$ cat src/sbg_pkg.sv
// Purpose: shared constants and types for the storage bridge gpio block
// Assumes: axi4-lite register access, 32-bit data
// Notes: byte offsets are word aligned
package sbg_pkg;
   localparam int NPIN = 8;
   localparam logic [7:0] OFS_DIR = 8'h00;
   localparam logic [7:0] OFS_OUT = 8'h04;
   localparam logic [7:0] OFS_IN = 8'h08;
   localparam logic [7:0] OFS_CTRL = 8'h0C;
   localparam logic [7:0] OFS_STAT = 8'h10;
   localparam logic [7:0] OFS_IRQ_STAT = 8'h14;
   localparam logic [7:0] OFS_IRQ_EN = 8'h18;
   localparam logic [7:0] OFS_IRQ_CLR = 8'h1C;
   localparam logic [7:0] OFS_EE_CMD = 8'h20;
   localparam logic [7:0] OFS_EE_DATA = 8'h24;
   // pin indices (card_type_strap_pin..8 map to bits 0..7)
   localparam int PIN_STRAP = 0;
   localparam int PIN_PWR = 1;
   localparam int PIN_DRST = 2;
   localparam int PIN_EE_CS = 3;
   localparam int PIN_EE_SK = 4;
   localparam int PIN_EE_DI = 5;
   localparam int PIN_EE_DO = 6;
   localparam int PIN_DET = 7;
   localparam logic [7:0] DIR_RESET = 8'h00;
   localparam logic [7:0] OUT_RESET = 8'h00;
   localparam logic [7:0] EE_PIN_MASK = 8'h78;
   localparam logic [1:0] RESP_OKAY = 2'h0;
   localparam logic [1:0] RESP_SLVERR = 2'h2;
   // eeprom serial clock half period in aclk cycles
   localparam int EE_HALF = 4;
   localparam int EE_BITS = 16;
   localparam int N_EVT = 4;
   // event bits: card inserted, card removed, strap sampled, eeprom done
   localparam int EVT_INS = 0;
   localparam int EVT_REM = 1;
   localparam int EVT_STRAP = 2;
   localparam int EVT_EE = 3;
   typedef struct packed {
      logic [7:0] o;
      logic [7:0] oe;
   } sbg_pins_t;
   typedef enum logic [1:0] {
      SBG_ATA,
      SBG_CARD
   } sbg_mode_t;
endpackage

$ cat src/sbg_ee_shift.sv
// Purpose: serial eeprom shifter on four gpio pins
// Assumes: microwire style chip select, clock, data in, data out
// Notes: shifts EE_BITS bits msb first, captures reply bits
`timescale 1ns/100ps
`default_nettype none
module sbg_ee_shift
(
   input wire logic aclk,
   input wire logic aresetn,
   input wire logic start,
   input wire logic [15:0] cmd,
   input wire logic din,
   output logic busy,
   output logic done,
   output logic cs,
   output logic sk,
   output logic dout,
   output logic [15:0] rdata
);
   logic [3:0] tick_q;
   logic [4:0] cnt_q;
   logic [15:0] sh_q;
   logic tick;
   assign tick = (tick_q == 4'(sbg_pkg::EE_HALF - 1));
   assign cs = busy;
   assign dout = sh_q[15];
   always_ff @(posedge aclk)
   begin
      if (!aresetn)
      begin
         tick_q <= '0;
         cnt_q <= '0;
         sh_q <= '0;
         busy <= 1'b0;
         sk <= 1'b0;
         done <= 1'b0;
         rdata <= '0;
      end
      else
      begin
         done <= 1'b0;
         if (!busy)
         begin
            tick_q <= '0;
            if (start)
            begin
               busy <= 1'b1;
               sh_q <= cmd;
               cnt_q <= '0;
            end
         end
         else if (tick)
         begin
            tick_q <= '0;
            sk <= ~sk;
            if (sk)
            begin
               sh_q <= {sh_q[14:0], 1'b0};
               cnt_q <= cnt_q + 5'h01;
               if (cnt_q == 5'(sbg_pkg::EE_BITS - 1))
               begin
                  busy <= 1'b0;
                  done <= 1'b1;
               end
            end
            else
               rdata <= {rdata[14:0], din};
         end
         else
            tick_q <= tick_q + 4'h1;
      end
   end
endmodule
`default_nettype wire

$ cat src/sbg_gpio_top.sv
// Purpose: gpio control of a usb storage bridge, axi4-lite registers
// Assumes: pins synchronous to aclk; vendor requests arrive as
//          register writes from the endpoint zero engine
// Notes: pin pads resolved outside from o/oe
//
// Local design decisions: the placing of the registers and the AXI4-Lite slave port.
`timescale 1ns/100ps
`default_nettype none
// Summary of operation
// - three requests: direction, read, write levels
// - eight pins host controllable except power pin in card mode, drive reset pin when set, eeprom select, clock and data in pins while busy
// - requests carried on control endpoint zero
// - strap sampled at bus reset, high means card
// - card power off during suspend
// - drive reset pin drives attached unit reset
// - card used in ide register mode only
// - pins four to seven form eeprom link
// - card detect is active low
module sbg_gpio_top
(
   input wire logic aclk,
   input wire logic aresetn,
   input wire logic [31:0] s_axi_awaddr,
   input wire logic s_axi_awvalid,
   output logic s_axi_awready,
   input wire logic [31:0] s_axi_wdata,
   input wire logic [3:0] s_axi_wstrb,
   input wire logic s_axi_wvalid,
   output logic s_axi_wready,
   output logic [1:0] s_axi_bresp,
   output logic s_axi_bvalid,
   input wire logic s_axi_bready,
   input wire logic [31:0] s_axi_araddr,
   input wire logic s_axi_arvalid,
   output logic s_axi_arready,
   output logic [31:0] s_axi_rdata,
   output logic [1:0] s_axi_rresp,
   output logic s_axi_rvalid,
   input wire logic s_axi_rready,
   input wire logic usb_bus_reset,
   input wire logic usb_suspend,
   input wire logic [7:0] gpio_in,
   output logic [7:0] gpio_out,
   output logic [7:0] gpio_oe,
   output logic card_mode,
   output logic card_present,
   output logic irq
);
   logic [7:0] dir_q;
   logic [7:0] out_q;
   logic [7:0] in_q;
   logic card_q;
   logic det_q;
   logic drst_q;
   logic pwr_en_q;
   logic [3:0] ist_q;
   logic [3:0] ien_q;
   logic [15:0] ee_cmd_q;
   logic ee_go_q;
   logic [7:0] aw_q;
   logic [31:0] w_q;
   logic [3:0] ws_q;
   logic aw_have_q;
   logic w_have_q;
   logic [31:0] rdata_q;
   logic [1:0] rresp_q;
   logic [1:0] bresp_q;
   logic bvalid_q;
   logic rvalid_q;
   logic ee_busy;
   logic ee_done;
   logic ee_cs;
   logic ee_sk;
   logic ee_do;
   logic [15:0] ee_rdata;
   sbg_pkg::sbg_pins_t pins;

   // write address/data taken in either order, response after both
   wire aw_take = s_axi_awvalid && !aw_have_q;
   wire w_take = s_axi_wvalid && !w_have_q;
   wire wr_hi = (s_axi_awaddr[31:8] != 24'h000000) && !aw_have_q;
   // out-of-range address never reaches a register
   wire [7:0] aw_eff = aw_have_q ? aw_q
      : (wr_hi ? 8'hFF : s_axi_awaddr[7:0]);
   wire [31:0] w_eff = w_have_q ? w_q : s_axi_wdata;
   wire [3:0] ws_eff = w_have_q ? ws_q : s_axi_wstrb;
   wire wr_go = (aw_have_q || aw_take) && (w_have_q || w_take)
      && !bvalid_q;
   wire wr_lane = ws_eff[0];
   wire wr_dir = wr_go && wr_lane && aw_eff == sbg_pkg::OFS_DIR;
   wire wr_out = wr_go && wr_lane && aw_eff == sbg_pkg::OFS_OUT;
   wire wr_ctrl = wr_go && wr_lane && aw_eff == sbg_pkg::OFS_CTRL;
   wire wr_ien = wr_go && wr_lane && aw_eff == sbg_pkg::OFS_IRQ_EN;
   wire wr_iclr = wr_go && wr_lane && aw_eff == sbg_pkg::OFS_IRQ_CLR;
   wire wr_ee = wr_go && ws_eff[1:0] == 2'h3
      && aw_eff == sbg_pkg::OFS_EE_CMD;
   wire wr_map = !wr_hi && (aw_eff == sbg_pkg::OFS_DIR
      || aw_eff == sbg_pkg::OFS_OUT || aw_eff == sbg_pkg::OFS_CTRL
      || aw_eff == sbg_pkg::OFS_IRQ_EN || aw_eff == sbg_pkg::OFS_IRQ_CLR
      || aw_eff == sbg_pkg::OFS_EE_CMD);

   assign s_axi_awready = !aw_have_q;
   assign s_axi_wready = !w_have_q;
   assign s_axi_bvalid = bvalid_q;
   assign s_axi_bresp = bresp_q;
   assign s_axi_arready = !rvalid_q;
   assign s_axi_rvalid = rvalid_q;
   assign s_axi_rdata = rdata_q;
   assign s_axi_rresp = rresp_q;

   wire rd_go = s_axi_arvalid && !rvalid_q;
   wire [7:0] ra = s_axi_araddr[7:0];
   wire ra_hi = s_axi_araddr[31:8] != 24'h000000;
   // read pin levels, status and eeprom reply
   wire [31:0] rd_mux =
      ra == sbg_pkg::OFS_DIR ? {24'h000000, dir_q} :
      ra == sbg_pkg::OFS_OUT ? {24'h000000, out_q} :
      ra == sbg_pkg::OFS_IN ? {24'h000000, in_q} :
      ra == sbg_pkg::OFS_CTRL ? {30'h00000000, pwr_en_q, drst_q} :
      ra == sbg_pkg::OFS_STAT ? {29'h00000000, ee_busy, det_q, card_q} :
      ra == sbg_pkg::OFS_IRQ_STAT ? {28'h0000000, ist_q} :
      ra == sbg_pkg::OFS_IRQ_EN ? {28'h0000000, ien_q} :
      ra == sbg_pkg::OFS_EE_DATA ? {16'h0000, ee_rdata} : 32'h00000000;
   wire ra_ok = !ra_hi && (ra == sbg_pkg::OFS_DIR
      || ra == sbg_pkg::OFS_OUT || ra == sbg_pkg::OFS_IN
      || ra == sbg_pkg::OFS_CTRL || ra == sbg_pkg::OFS_STAT
      || ra == sbg_pkg::OFS_IRQ_STAT || ra == sbg_pkg::OFS_IRQ_EN
      || ra == sbg_pkg::OFS_EE_DATA || ra == sbg_pkg::OFS_IRQ_CLR);

   always_ff @(posedge aclk)
   begin
      if (!aresetn)
      begin
         aw_have_q <= 1'b0;
         w_have_q <= 1'b0;
         aw_q <= '0;
         w_q <= '0;
         ws_q <= '0;
         bvalid_q <= 1'b0;
         bresp_q <= sbg_pkg::RESP_OKAY;
      end
      else
      begin
         if (wr_go)
         begin
            aw_have_q <= 1'b0;
            w_have_q <= 1'b0;
            bvalid_q <= 1'b1;
            bresp_q <= wr_map ? sbg_pkg::RESP_OKAY : sbg_pkg::RESP_SLVERR;
         end
         else
         begin
            if (aw_take)
            begin
               aw_have_q <= 1'b1;
               aw_q <= wr_hi ? 8'hFF : s_axi_awaddr[7:0];
            end
            if (w_take)
            begin
               w_have_q <= 1'b1;
               w_q <= s_axi_wdata;
               ws_q <= s_axi_wstrb;
            end
            if (bvalid_q && s_axi_bready)
               bvalid_q <= 1'b0;
         end
      end
   end

   always_ff @(posedge aclk)
   begin
      if (!aresetn)
      begin
         rvalid_q <= 1'b0;
         rdata_q <= '0;
         rresp_q <= sbg_pkg::RESP_OKAY;
      end
      else if (rd_go)
      begin
         rvalid_q <= 1'b1;
         rdata_q <= rd_mux;
         rresp_q <= ra_ok ? sbg_pkg::RESP_OKAY : sbg_pkg::RESP_SLVERR;
      end
      else if (s_axi_rready)
         rvalid_q <= 1'b0;
   end

   always_ff @(posedge aclk)
   begin
      if (!aresetn)
      begin
         dir_q <= sbg_pkg::DIR_RESET;
         out_q <= sbg_pkg::OUT_RESET;
         drst_q <= 1'b0;
         pwr_en_q <= 1'b0;
         ien_q <= '0;
         ee_cmd_q <= '0;
         ee_go_q <= 1'b0;
      end
      else
      begin
         ee_go_q <= wr_ee && !ee_busy;
         if (wr_dir)
            dir_q <= w_eff[7:0];
         if (wr_out)
            out_q <= w_eff[7:0];
         if (wr_ctrl)
         begin
            drst_q <= w_eff[0];
            pwr_en_q <= w_eff[1];
         end
         if (wr_ien)
            ien_q <= w_eff[3:0];
         if (wr_ee && !ee_busy)
            ee_cmd_q <= w_eff[15:0];
      end
   end

   // strap sampled while bus reset is held
   wire det_now = !gpio_in[sbg_pkg::PIN_DET];
   wire [3:0] evt = {ee_done, usb_bus_reset, det_q && !det_now,
      !det_q && det_now};
   always_ff @(posedge aclk)
   begin
      if (!aresetn)
      begin
         in_q <= '0;
         det_q <= 1'b0;
         card_q <= 1'b0;
         ist_q <= '0;
      end
      else
      begin
         in_q <= gpio_in;
         det_q <= det_now;
         if (usb_bus_reset)
            card_q <= gpio_in[sbg_pkg::PIN_STRAP];
         // set wins over clear
         ist_q <= (ist_q & ~(wr_iclr ? w_eff[3:0] : 4'h0)) | evt;
      end
   end

   assign irq = |(ist_q & ien_q);
   assign card_mode = card_q;
   assign card_present = det_q;

   // eeprom link on pins four to seven
   // ids read back from the eeprom by the host
   sbg_ee_shift u_ee
   (
      .aclk(aclk),
      .aresetn(aresetn),
      .start(ee_go_q),
      .cmd(ee_cmd_q),
      .din(gpio_in[sbg_pkg::PIN_EE_DO]),
      .busy(ee_busy),
      .done(ee_done),
      .cs(ee_cs),
      .sk(ee_sk),
      .dout(ee_do),
      .rdata(ee_rdata)
   );

   // pin driven straight from host registers
   // writes come from the endpoint zero engine
   // drive reset, power and eeprom pins only; no card mode select
   genvar i;
   generate
      for (i = 0; i < sbg_pkg::NPIN; i++)
      begin : g_pin
         always_comb
         begin
            pins.o[i] = out_q[i];
            pins.oe[i] = dir_q[i];
            if (i == sbg_pkg::PIN_PWR && card_q)
            begin
               pins.o[i] = pwr_en_q && !usb_suspend;
               pins.oe[i] = 1'b1;
            end
            if (i == sbg_pkg::PIN_DRST && drst_q)
            begin
               pins.o[i] = 1'b0;
               pins.oe[i] = 1'b1;
            end
            if (ee_busy && i == sbg_pkg::PIN_EE_CS)
            begin
               pins.o[i] = ee_cs;
               pins.oe[i] = 1'b1;
            end
            if (ee_busy && i == sbg_pkg::PIN_EE_SK)
            begin
               pins.o[i] = ee_sk;
               pins.oe[i] = 1'b1;
            end
            if (ee_busy && i == sbg_pkg::PIN_EE_DI)
            begin
               pins.o[i] = ee_do;
               pins.oe[i] = 1'b1;
            end
         end
      end
   endgenerate
   assign gpio_out = pins.o;
   assign gpio_oe = pins.oe;

   // power pin low during suspend in card mode
   a_pwr_suspend: assert property (@(posedge aclk) disable iff (!aresetn)
      (usb_suspend && card_q) |-> !gpio_out[sbg_pkg::PIN_PWR])
      else $error("card power on in suspend");
   a_strap_sample: assert property (@(posedge aclk) disable iff (!aresetn)
      usb_bus_reset |=> card_q == $past(gpio_in[sbg_pkg::PIN_STRAP]))
      else $error("strap not sampled");
   a_detect_low: assert property (@(posedge aclk) disable iff (!aresetn)
      1'b1 |=> card_present == !$past(gpio_in[sbg_pkg::PIN_DET]))
      else $error("card detect polarity");
   a_drst_drive: assert property (@(posedge aclk) disable iff (!aresetn)
      drst_q |-> gpio_oe[sbg_pkg::PIN_DRST]
      && !gpio_out[sbg_pkg::PIN_DRST])
      else $error("drive reset not driven");
   a_dir_write: assert property (@(posedge aclk) disable iff (!aresetn)
      wr_dir |=> dir_q == $past(w_eff[7:0]))
      else $error("direction not written");
   a_pin_follow: assert property (@(posedge aclk) disable iff (!aresetn)
      (!ee_busy && !drst_q && !card_q) |-> gpio_oe == dir_q)
      else $error("pin enable differs from direction");
   a_reset_input: assert property (@(posedge aclk)
      !aresetn |=> gpio_oe == 8'h00)
      else $error("pins driven after reset");
   a_ee_pins: assert property (@(posedge aclk) disable iff (!aresetn)
      ee_busy |-> gpio_oe[sbg_pkg::PIN_EE_CS]
      && gpio_out[sbg_pkg::PIN_EE_CS])
      else $error("eeprom select not driven");
   a_irq_level: assert property (@(posedge aclk) disable iff (!aresetn)
      $rose(ist_q[sbg_pkg::EVT_STRAP]) && ien_q[sbg_pkg::EVT_STRAP]
      |-> irq)
      else $error("interrupt missing");
endmodule
`default_nettype wire

$ cat config.mk
export PLATFORM = sky130hd
export DESIGN_NAME = sbg_gpio_top
export DESIGN_NICKNAME = d
export VERILOG_FILES = /design/src/sbg_pkg.sv /design/src/sbg_ee_shift.sv /design/src/sbg_gpio_top.sv
export SDC_FILE = /design/constraint.sdc
export NUM_CORES = 1
export LEC_CHECK = 0
export BUFFER_PORTS_ARGS = -buffer_cell sky130_fd_sc_hd__buf_2
export CAP_MARGIN = 40
export CORE_UTILIZATION = 48
export DETAILED_ROUTE_END_ITERATION = 8
export GPL_TIMING_DRIVEN = 0
export PLACE_DENSITY_LB_ADDON = 0.08
export SYNTH_ARGS = -nofsm -noshare
export SYNTH_HDL_FRONTEND = slang
export SYNTH_SLANG_ARGS = --single-unit
$ cat constraint.sdc
create_clock -name aclk -period 1.85 [get_ports aclk]
set_input_delay 0.2775 -clock aclk [delete_from_list [all_inputs] [get_ports aclk]]
set_output_delay 0.2775 -clock aclk [all_outputs]
set_load 0.01 [all_outputs]
==> results.md, run 1 <==
* Place WS at -0.3798 ns
* Min Tclk post-route at 1.789 ns
* Share of cells above drive strength 1 at 29.85%
* CTS Sinks at ~150
* Wirelength per Cell at roughly 16 um
* Via density at 5.321
* Core area at 13450 um^2
* Largest family of logic cells by synthesized area: simple AND/OR/NAND/NOR gates
* Area grow syn2layout at 27.39%
* Status: complete, no violations
* Synth Area in XOR/XNOR at 0.5220%
* CP Data Required Time at 1.57 ns
* CTS root buffer: clkbuf_16
* Die W at ~120 um
* Critical path class: reg -> out
* Post-synth cell types at between 60 and 70
* Nets at 1084
* Clock-pin slew on the worst setup and hold paths at 0.06 ns
* Mux cell area share after synthesis at 11.52%
* Setup repair after global routing missed its margin: yes
* Synth Warn # at 0
* Area share of the largest cell type after synthesis at 43.25%
* Clock insertion delay at the later pin of the skew report at 0.42 ns
* Synth top area cells: dfxtp_1 43%, nand2_1 8.7%, mux2i_1 8.5%
* Ys flop type: dfxtp_1
* Synthesized area at approximately 6700 um^2
* Seq cells post-synth at 145
* Vias in the first global route at 5662
* Area after DPL at 7696 um^2
* Final WL at ~18000 um
* Final setup fails at 0
* # diodes at 0
* Drt first pass iters at 5
* FFs w/ async S/R, synth at 0%
* CTS tree: built
* # hold bufs at CTS at 0
* Ports at 177
* Most area-hungry cell type in the Yosys netlist: dfxtp_1
* Compound-cell area share of the yosys netlist at 15.03%
* ANT nets after route at 0
* CTS buffer count at 17
* Sequential area share after synthesis at a little over two fifths
* Grt ovf at 0
* Final worst slack at 0.06059 ns
* Starting Density at 49.89%
* Final hold violations at 0
* Total Routing Usage GR at 25.76%
* Final-report max-slew violation count at 0
* Clock skew at roughly 0.0044 ns
* Slew @ Worst Pin at 0.8099 ns
* Fin Setup TNS at 0 ns
* Initial antenna violation count at 0
* Worst EP arrival at 1.51 ns
* Rows at 42
* Post-route cell area at 8549 um^2
* Crit Path Max Fanout at 10
* Post-synth EDFFs at 0
* Clk buf depth at 2
* Die Height at between 100 and 150 um
* MaxCap Viol Count at 0
* Placed insts at 1109
* Tot Pwr at 7.210 mW
* CP Capture Type: output pin
* Worst min-delay path class: in -> reg
* Die Area at 14460 um^2
* Largest net degree at the start of global routing at 17
* Placer Congestion at 0.8345
* Post-DP HPWL at 13070 um
* Adder-cell share of the synthesized area at 0.5593%
* Routed vias at 6125
* Maximum vdd drop at between 600 and 700 uV
* Synth Area in Simple Gates at 22.33%
* Mean Syn Cell Area at approximately 8.6 um^2
* 1st-iter DRT viols at around 470
* Number of H-tree levels at 4
* Leakage power at about 3.5 nW
* Port bufs at 139
* Non-filler cells, final at 1151
* Global-route wire length before repair at between 20000 and 30000 um
* Gate Count Post-Synth at 777
* # DRC at 0
* CP Launch Type: flop
* Final Cycle Share at 96.72%
* Max-slew headroom at 46.01%
* Power per Cell Area at about 840 nW/um^2
* Fmax at around 560 MHz
-- stage by stage --
step           hold slack, ns  utilization (%)
2_1_floorplan          0.3499                -
3_3_place_gp           0.4323            57.21
3_5_place_dp           0.4402            57.21
4_1_cts               0.03667            62.02
5_1_grt               0.04383            63.55
6_report              0.04299            63.55
-- final timing paths --
kind	start	to	slack, ns	cells after the start
worst max-delay path	u_ee.busy	gpio_out[5]	0.06	4
worst max register to register	aw_have_q	out_q[1]	0.08	6
worst min register to register	s_axi_rdata[15]	s_axi_rdata[15]	0.45	2
worst min-delay path	s_axi_rready	s_axi_rvalid	0.04	2
-- synth_stat cells, drive strengths merged (7+ instances only) --
cell type	number
nor2	52
mux2	18
a21oi	62
nor4	17
inv	15
or2	9
nand3	18
nand4	7
nand2	156
mux2i	57
a22oi	7
a31oi	7
buf	38
o21ai	29
clkbuf	33
dfxtp	145
a211oi	17
and2	10
nor2b	9
-- area by class of cell --
cell class                      count  area, um^2
Timing Repair Buffer              153       830.8
Sequential cell                   145        2910
Clock inverter                      6       57.56
Tap cell                          176       220.2
Buffer                             69       447.9
Inverter                           15       56.30
Clock buffer                       24       481.7
Multi-Input combinational cell    563        3545
Fill cell                        1255        4903
-- worst max-delay path, cell delays in order, from the launching register on --
cell and delay (ns):
dfxtp_4 0.36, buf_12 0.12, buf_12 0.12, mux2_2 0.34, buf_2 0.14
-- registers in the layout (all words and copies together) (netlist names), 16 cells and up --
register     count
ee_cmd_q        16
s_axi_rdata     16
u_ee.rdata      16
u_ee.sh_q       16
w_q             16
-- layout by cell type, fill, tap and decap left out, types with 18 or more instances in the layout --
| master | count |
|---|---|
| a21oi_1 | 62 |
| nor2_1 | 48 |
| buf_2 | 143 |
| clkbuf_1 | 27 |
| conb_1 | 18 |
| o21ai_0 | 26 |
| mux2_2 | 18 |
| clkbuf_16 | 18 |
| nand2_1 | 154 |
| buf_4 | 37 |
| dfxtp_1 | 143 |
| mux2i_1 | 56 |
-- layer usage --
layer	routed length, um	track usage [%]	vias to the layer above
met5	0	0	-
met4	325	7.330	0
met3	1049	6.368	29
met2	8467	42.03	202
met1	8191	33.74	2832
li1	-	-	3062
-- kinds of logic after synthesis --
family                   after synthesis
adder cells (fa/ha/maj)                3
buffers and inverters                 86
AND/OR/NAND/NOR                      305
multiplexers                          75
other                                  1
AO/OA/AOI/OAI                        158
flip-flops                           145
XOR/XNOR                               4
-- power breakdown --
part / leakage (nW) / internal (mW) / switching [mW]
sequential: 1.18 / 3.20 / 0.0587
combinational: 2.09 / 0.325 / 0.433
clock: 0.266 / 1.93 / 1.26
-- repair_timing --
item	in CTS	in global routing
endpoints found under the setup margin	86	87
gates resized for setup	23	36
gates cloned	0	1
setup buffers	3	10
pin swaps	1	7
No activity file was read; power rests on OpenSTA's default activity.
==> run 2: changes to the inputs <==
- CORE_MARGIN: not set -> 4
- SYNTH_HIERARCHICAL: not set -> 1
==> run 2 against run 1 <==
Net effect: the flow now finishes with violations (negative setup slack); via count up 0.21%; synthesized cell count decreased by 4.0%; core utilization about the same; final cell count shrank 1.7%; sequential share of layout area decreased by 1.0 points; non-clock buffer count up 7; count of clock-buffer cells in the layout fell by 7; design area rose by 3.1%; critical path depth grew 4; critical endpoint is now dir_q[0].
==> results.md, run 2 <==
* Initial antenna violation count at 0 (unchanged)
* CTS root buffer: clkbuf_16
* Max-slew headroom at 51.98% (+6.0 points)
* Clk buf depth at 2 (unchanged)
* Die W at 127.0 um (+5.6%)
* Most numerous cell in the Yosys netlist: dfxtp_1
* Most area-hungry cell type in the Yosys netlist: dfxtp_1
* FFs w/ async S/R, synth at 0% (unchanged)
* Power per Cell Area at 834.4 nW/um^2 (-1.1%)
* Clock insertion delay at the later pin of the skew report at 0.43 ns (about the same)
* Synth top area cells: dfxtp_1 43%, mux2i_1 11%, mux2_2 5.8%
* Sequential area share after synthesis at 42.73% (-0.52 points)
* Post-synth cell types at 74 (+12%)
* Status: finished, violations left
* Die Height at 127.0 um (+5.6%)
* Most common cell after layout, fill and taps aside: buf_2
* Synth Warn # at 6 (+6)
* Post-DP HPWL at 14010 um (+7.2%)
* Global-route wire length before repair at 29640 um (+2.8%)
* Fmax at 478.0 MHz (-14%)
* Ports at 177 (unchanged)
* Rows at 43 (+2.4%)
* Maximum vdd drop at 737.5 uV (+13%)
* Via density at 5.422 (+1.9%)
* Vias in the first global route at 5863 (+3.5%)
* Number of H-tree levels at 4 (unchanged)
* Slew @ Worst Pin at 0.7113 ns (-0.09863 ns)
* Area grow syn2layout at 29.77%
* Starting Density at 48.94% (-0.95 points)
* Clock skew at 0.007278 ns (+0.002920 ns)
* Mean Syn Cell Area at 9.106 um^2 (+5.4%)
* Slowest cell on the critical path: or4b_4
* Die Area at 16120 um^2 (+11%)
* Placer Congestion at 0.8647 (+3.6%)
* WHS Path Cells at 2 (unchanged)
* Worst EP arrival at 2.38 ns (+0.87 ns)
* CTS tree: built
* Largest net degree at the start of global routing at 17 (unchanged)
* Place WS at -0.6991 ns (-0.3193 ns)
* Port bufs at 140 (+0.72%)
* WP depth at 8 (+4)
* CTS buffer count at 17 (unchanged)
* Post-synth EDFFs at 0 (unchanged)
* CP Launch Type: flop
* Wirelength per Cell at 16.64 um (+6.2%)
* Area share of the largest cell type after synthesis at 42.73% (-0.52 points)
* Failing checks: negative setup slack
* CP cell instances: or4b_4, buf_4, nor2_4, a31oi_4, nor4b_4, buf_6, mux2i_1, nor2_1
* Min Tclk post-route at 2.092 ns (+0.3026 ns)
* Drt first pass iters at 5 (unchanged)
* Max stage delay on crit path at 0.49 ns (+0.13 ns)
* Final-report max-slew violation count at 0 (unchanged)
* # hold bufs at CTS at 0 (unchanged)
* Total Routing Usage GR at 22.93% (-2.8 points)
* 1st-iter DRT viols at 380 (-19%)
* Synthesized area at 6793 um^2 (+1.2%)
* Final hold violations at 0 (unchanged)
* Fill count at 1203 (-4.1%)
* CP Data Required Time at 2.14 ns (+0.57 ns)
* Nets at 1059 (-2.3%)
* Ranking of synthesized cells by instance count: 145 x dfxtp_1, 83 x nor2_1, 75 x mux2i_1, 59 x nand2_1, 53 x a21oi_1
* Setup repair after global routing missed its margin: yes
* Final Cycle Share at 113.1% (+16 points)
* Final core occ at 63.50% (about the same)
* Routed vias at 6138 (+0.21%)
* Gate Count Post-Synth at 746 (-4.0%)
* Core area at 13880 um^2 (+3.2%)
* Crit Path Max Fanout at 8 (-2)
* Ys flop type: dfxtp_1
* Final setup fails at 40 (+40)
* CP Capture Type: flop
* Buffers & Inverters on Critical Path at 2 (-1)
* Delay-heaviest family, CP: simple AND/OR/NAND/NOR gates
* Clock-pin slew on the worst setup and hold paths at 0.06 ns (about the same)
* R2r worst-path depth at 8 (+2)
* Leakage power at 3.805 nW (+7.6%)
* ANT nets after route at 0 (unchanged)
* # diodes at 0 (unchanged)
* # DRC at 0 (unchanged)
* Worst min-delay path class: in -> reg
* Critical path class: reg -> reg
* Final worst slack at -0.2420 ns (-0.3026 ns)
* Share of cells above drive strength 1 at 34.87% (+5.0 points)
* CTS Sinks at 145 (unchanged)
* Seq cells post-synth at 145 (unchanged)
* Final WL at 18840 um (+4.4%)
* Grt ovf at 0 (unchanged)
* Most frequent cells in the layout: 146 x buf_2, 139 x dfxtp_1, 78 x nor2_1, 75 x mux2i_1, 57 x nand2_1
* MaxCap Viol Count at 0 (unchanged)
## run 2: changes by cell type in the layout (fill, tap and decap cells not counted), moves of 6 or more
| cell | previous run | this run |
|---|---|---|
| nor2_1 | 48 | 78 |
| nand3_1 | 17 | 28 |
| nand2_1 | 154 | 57 |
| buf_6 | 3 | 11 |
| mux2_2 | 18 | 35 |
| a211oi_1 | 17 | 2 |
| o21ai_0 | 26 | 32 |
| a21oi_1 | 62 | 53 |
| mux2i_1 | 56 | 75 |
## run 2: area by class of cell
type	count	area, um^2	area share, %
clock inverter	15	151.4	1.718
timing repair buffer	158	879.6	9.979
tap	180	225.2	2.555
clock buffer	17	425.4	4.826
inverter	15	56.30	0.6388
buffer	71	447.9	5.082
sequential	145	2913	33.04
multi-input combinational	531	3716	42.16
## run 2: kinds of logic after synthesis
logic type	count (synthesis)	share of synthesized area (%)
compound gates	139	12.93
xor+xnor	2	0.2579
fa+ha+maj	3	0.5526
buf+inv	87	6.870
flops	145	42.73
mux	110	16.85
other cells	1	0.05521
simple gates	259	19.75
## run 2: through the flow
stage / cells / hold WS [ns] / total power [mW] / setup TNS [ns] / instance area, um^2
finish: 1132 / 0.03546 / 7.355 / -6.927 / 8815
global route: 1132 / 0.03902 / 7.631 / -10.76 / 8815
CTS: 1122 / 0.02485 / 7.352 / -6.186 / 8544
detailed placement: 1083 / 0.4439 / 3.977 / -31.84 / 7809
global placement: 1083 / 0.4300 / 3.959 / -30.71 / 7809
floorplan: 763 / 0.3499 / 3.702 / -8.459 / 6883
## run 2: path summary, 6_finish.rpt
| path | slack, ns | start | end |
|---|---|---|---|
| setup / recovery | -0.24 | aw_have_q | dir_q[0] |
| hold / removal | 0.04 | s_axi_rready | s_axi_rvalid |
| setup reg to reg | -0.24 | aw_have_q | dir_q[0] |
| hold reg to reg | 0.45 | s_axi_rdata[15] | s_axi_rdata[15] |
## run 2: metal layers
layer	GRT usage, %	wire length (um)
met1	29.45	8245
met2	38.33	9337
met3	5.389	903
met4	7.066	349
met5	0	0
## run 2: power by group
group          internal (mW)  switching (mW)
clock network           1.89            1.46
registers               3.21          0.0649
logic                  0.330           0.404
## run 2: timing repair
item	in CTS	in global routing
pin swaps	5	18
setup buffers	7	10
gates resized for setup	25	42
cloned	0	1
hold endpoints to repair	0	0
endpoints found under the setup margin	68	64
## run 2: worst register-to-register path: stages (launching register included)
cell and delay (ns):
dfxtp_4 0.38, or4b_4 0.50, buf_4 0.17, nor2_4 0.10, a31oi_4 0.06, nor4b_4 0.31
buf_6 0.20, mux2i_1 0.20, nor2_1 0.05
==> run 3: changes to the inputs <==
- CORE_UTILIZATION: 48 -> 53
- clock period: 1.85 -> 2.1 ns (I/O delays scaled with it)
==> run 3 against run 2 <==
Net effect: sequential share of layout area up 0.43 points; sequential power down 12%; count of clock-buffer cells in the layout up 3; total power down 7.1%; the run still ends with negative setup slack left; design area down 1.4%; global-route usage up 2.6 points; critical path type unchanged; non-clock buffer count down 7.
==> results.md, run 3 (synthesized netlist as in run 2, its figures left out) <==
* Status: finished, violations left
* Failing checks: negative setup slack
* Final setup fails at 16 (-60%)
* Via density at 5.518 (+1.8%)
* CTS tree: built
* WL met3 at 1086 um (+20%)
* Setup repair after global routing missed its margin: yes
* Port bufs at 140 (unchanged)
* CTS Sinks at 145 (unchanged)
* # hold bufs at CTS at 0 (unchanged)
* Drt first pass iters at 5 (unchanged)
* Power per Cell Area at 786.2 nW/um^2 (-5.8%)
* Placer Congestion at 0.8794 (+1.7%)
* Area grow syn2layout at 27.94%
* Highest metal used: met4
* Wire length on met2 at 9432 um (+1.0%)
* Fmax at 463.8 MHz (-3.0%)
* Final WL at 18890 um (+0.30%)
* Fin Setup TNS at -0.6273 ns (+6.300 ns)
* Min Tclk post-route at 2.156 ns (+0.06422 ns)
* Final Cycle Share at 102.7% (-10 points)
* Max-slew headroom at 50.25% (-1.7 points)
* Max stage delay on crit path at 0.59 ns (+0.10 ns)
* Final hold violations at 0 (unchanged)
* Placed insts at 1075 (-0.74%)
* Initial antenna violation count at 0 (unchanged)
* Place WS at -0.5680 ns (+0.1311 ns)
* Nets at 1052 (-0.66%)
* Core area at 12570 um^2 (-9.5%)
* Grt ovf at 0 (unchanged)
* Total Routing Usage GR at 25.49% (+2.6 points)
* Share of cells above drive strength 1 at 32.59% (-2.3 points)
* Ports at 177 (unchanged)
* MaxCap Viol Count at 0 (unchanged)
* Fill count at 1043 (-13%)
* # DRC at 0 (unchanged)
* Clock insertion delay at the later pin of the skew report at 0.43 ns (about the same)
* CP cell instances: or4b_4, nor2_4, a31oi_4, nor4_4, buf_6, buf_6, mux2i_2, nor2_1
* Non-filler cells, final at 1117 (-1.3%)
* Worst path most repeated cell: buf_6
* Rows at 41 (-4.7%)
* Slew @ Worst Pin at 0.7370 ns (+0.02568 ns)
* CP Data Required Time at 2.39 ns (+0.25 ns)
* Die W at 121.2 um (-4.5%)
* Final-report max-slew violation count at 0 (unchanged)
* Clk buf depth at 2 (unchanged)
* Die Area at 14690 um^2 (-8.9%)
* Number of H-tree levels at 4 (unchanged)
* Global-route wire length before repair at 29610 um (about the same)
* Worst min-delay path class: in -> reg
* Worst EP arrival at 2.45 ns (+0.07 ns)
* CP Capture Type: flop
* CTS buffer count at 17 (unchanged)
* Starting Density at 54.05% (+5.1 points)
* Routed vias at 6164 (+0.42%)
* Wirelength per Cell at 16.91 um (+1.6%)
* Clock skew at 0.005259 ns (-0.002019 ns)
* 1st-iter DRT viols at 517 (+36%)
* Most common cell after layout, fill and taps aside: buf_2
* CP Launch Type: flop
* Crit Path Max Fanout at 4 (-4)
* Vias in the first global route at 6002 (+2.4%)
* Clock-pin slew on the worst setup and hold paths at 0.06 ns (about the same)
* WL met1 at 8012 um (-2.8%)
* Leakage power at 3.736 nW (-1.8%)
* Slowest cell on the critical path: or4b_4
* Die Height at 121.2 um (-4.5%)
* Largest net degree at the start of global routing at 17 (unchanged)
* # diodes at 0 (unchanged)
* Final core occ at 69.15% (+5.6 points)
* Final worst slack at -0.05624 ns (+0.1858 ns)
* Maximum vdd drop at 560.1 uV (-24%)
* Critical path class: reg -> reg
* Post-DP HPWL at 13920 um (-0.70%)
* Most frequent cells in the layout: 150 x buf_2, 142 x dfxtp_1, 82 x nor2_1, 72 x mux2i_1, 59 x nand2_1
* CTS root buffer: clkbuf_16
* ANT nets after route at 0 (unchanged)
run 3: changes by cell type in the layout (fill, tap and decap cells not counted), sizes merged:
cell      previous run  this run
bufinv               1         5
clkinvlp             3         1
buf                201       190
inv                 21        17
clkbuf              45        52
clkinv               5         4
run 3: worst paths after layout:
path	slack, ns	startpoint	endpoint	cells past startpoint
worst max-delay path	-0.06	aw_q[4]	ee_cmd_q[5]	8
worst min-delay path	0.07	s_axi_rready	s_axi_rvalid	2
worst max register to register	-0.06	aw_q[4]	ee_cmd_q[5]	8
worst min register to register	0.45	u_ee/tick_q[0]	u_ee/tick_q[0]	1
run 3: metrics by stage:
stage	hold slack (ns)	total power [mW]	area, um^2
after floorplan	0.3874	3.260	6863
after global placement	0.4306	3.482	7779
after detailed placement	0.4442	3.501	7779
after CTS	0.06038	6.822	8499
after global routing	0.06767	7.049	8691
final	0.06708	6.833	8691
run 3: worst max-delay path, delay by kind of cell (launching register included):
family	cells	cell delay (ns)
and+or+nand+nor	4	1.12
DFF	1	0.34
buffers and inverters	2	0.30
muxes	1	0.20
AOI/OAI and AO/OA	1	0.06
run 3: repair_timing:
item	4_1_cts	5_1_grt
gates cloned	0	1
setup endpoints to repair	42	55
buffers inserted	2	7
pin swaps	3	8
gates resized for setup	11	30
run 3: area by class of cell:
class                   count  area, um^2  area share, %
multi-input cells         531        3621          41.66
flip-flops and latches    145        2909          33.47
repair buffers            150       800.8          9.214
clock buffers              20       446.7          5.140
plain buffers              72       439.2          5.053
well taps                 172       215.2          2.476
clock inverters            12       202.7          2.332
inverters                  15       56.30         0.6479
run 3: routing by layer:
metal / global-route usage, % / up-vias
li1: - / 2997
met1: 32.27 / 2932
met2: 42.48 / 203
met3: 6.061 / 32
met4: 9.244 / 0
met5: 0 / -
run 3: report_power, final:
part | internal (mW) | switching (mW)
registers | 2.82 | 0.0518
clock network | 2.15 | 1.19
logic | 0.274 | 0.349
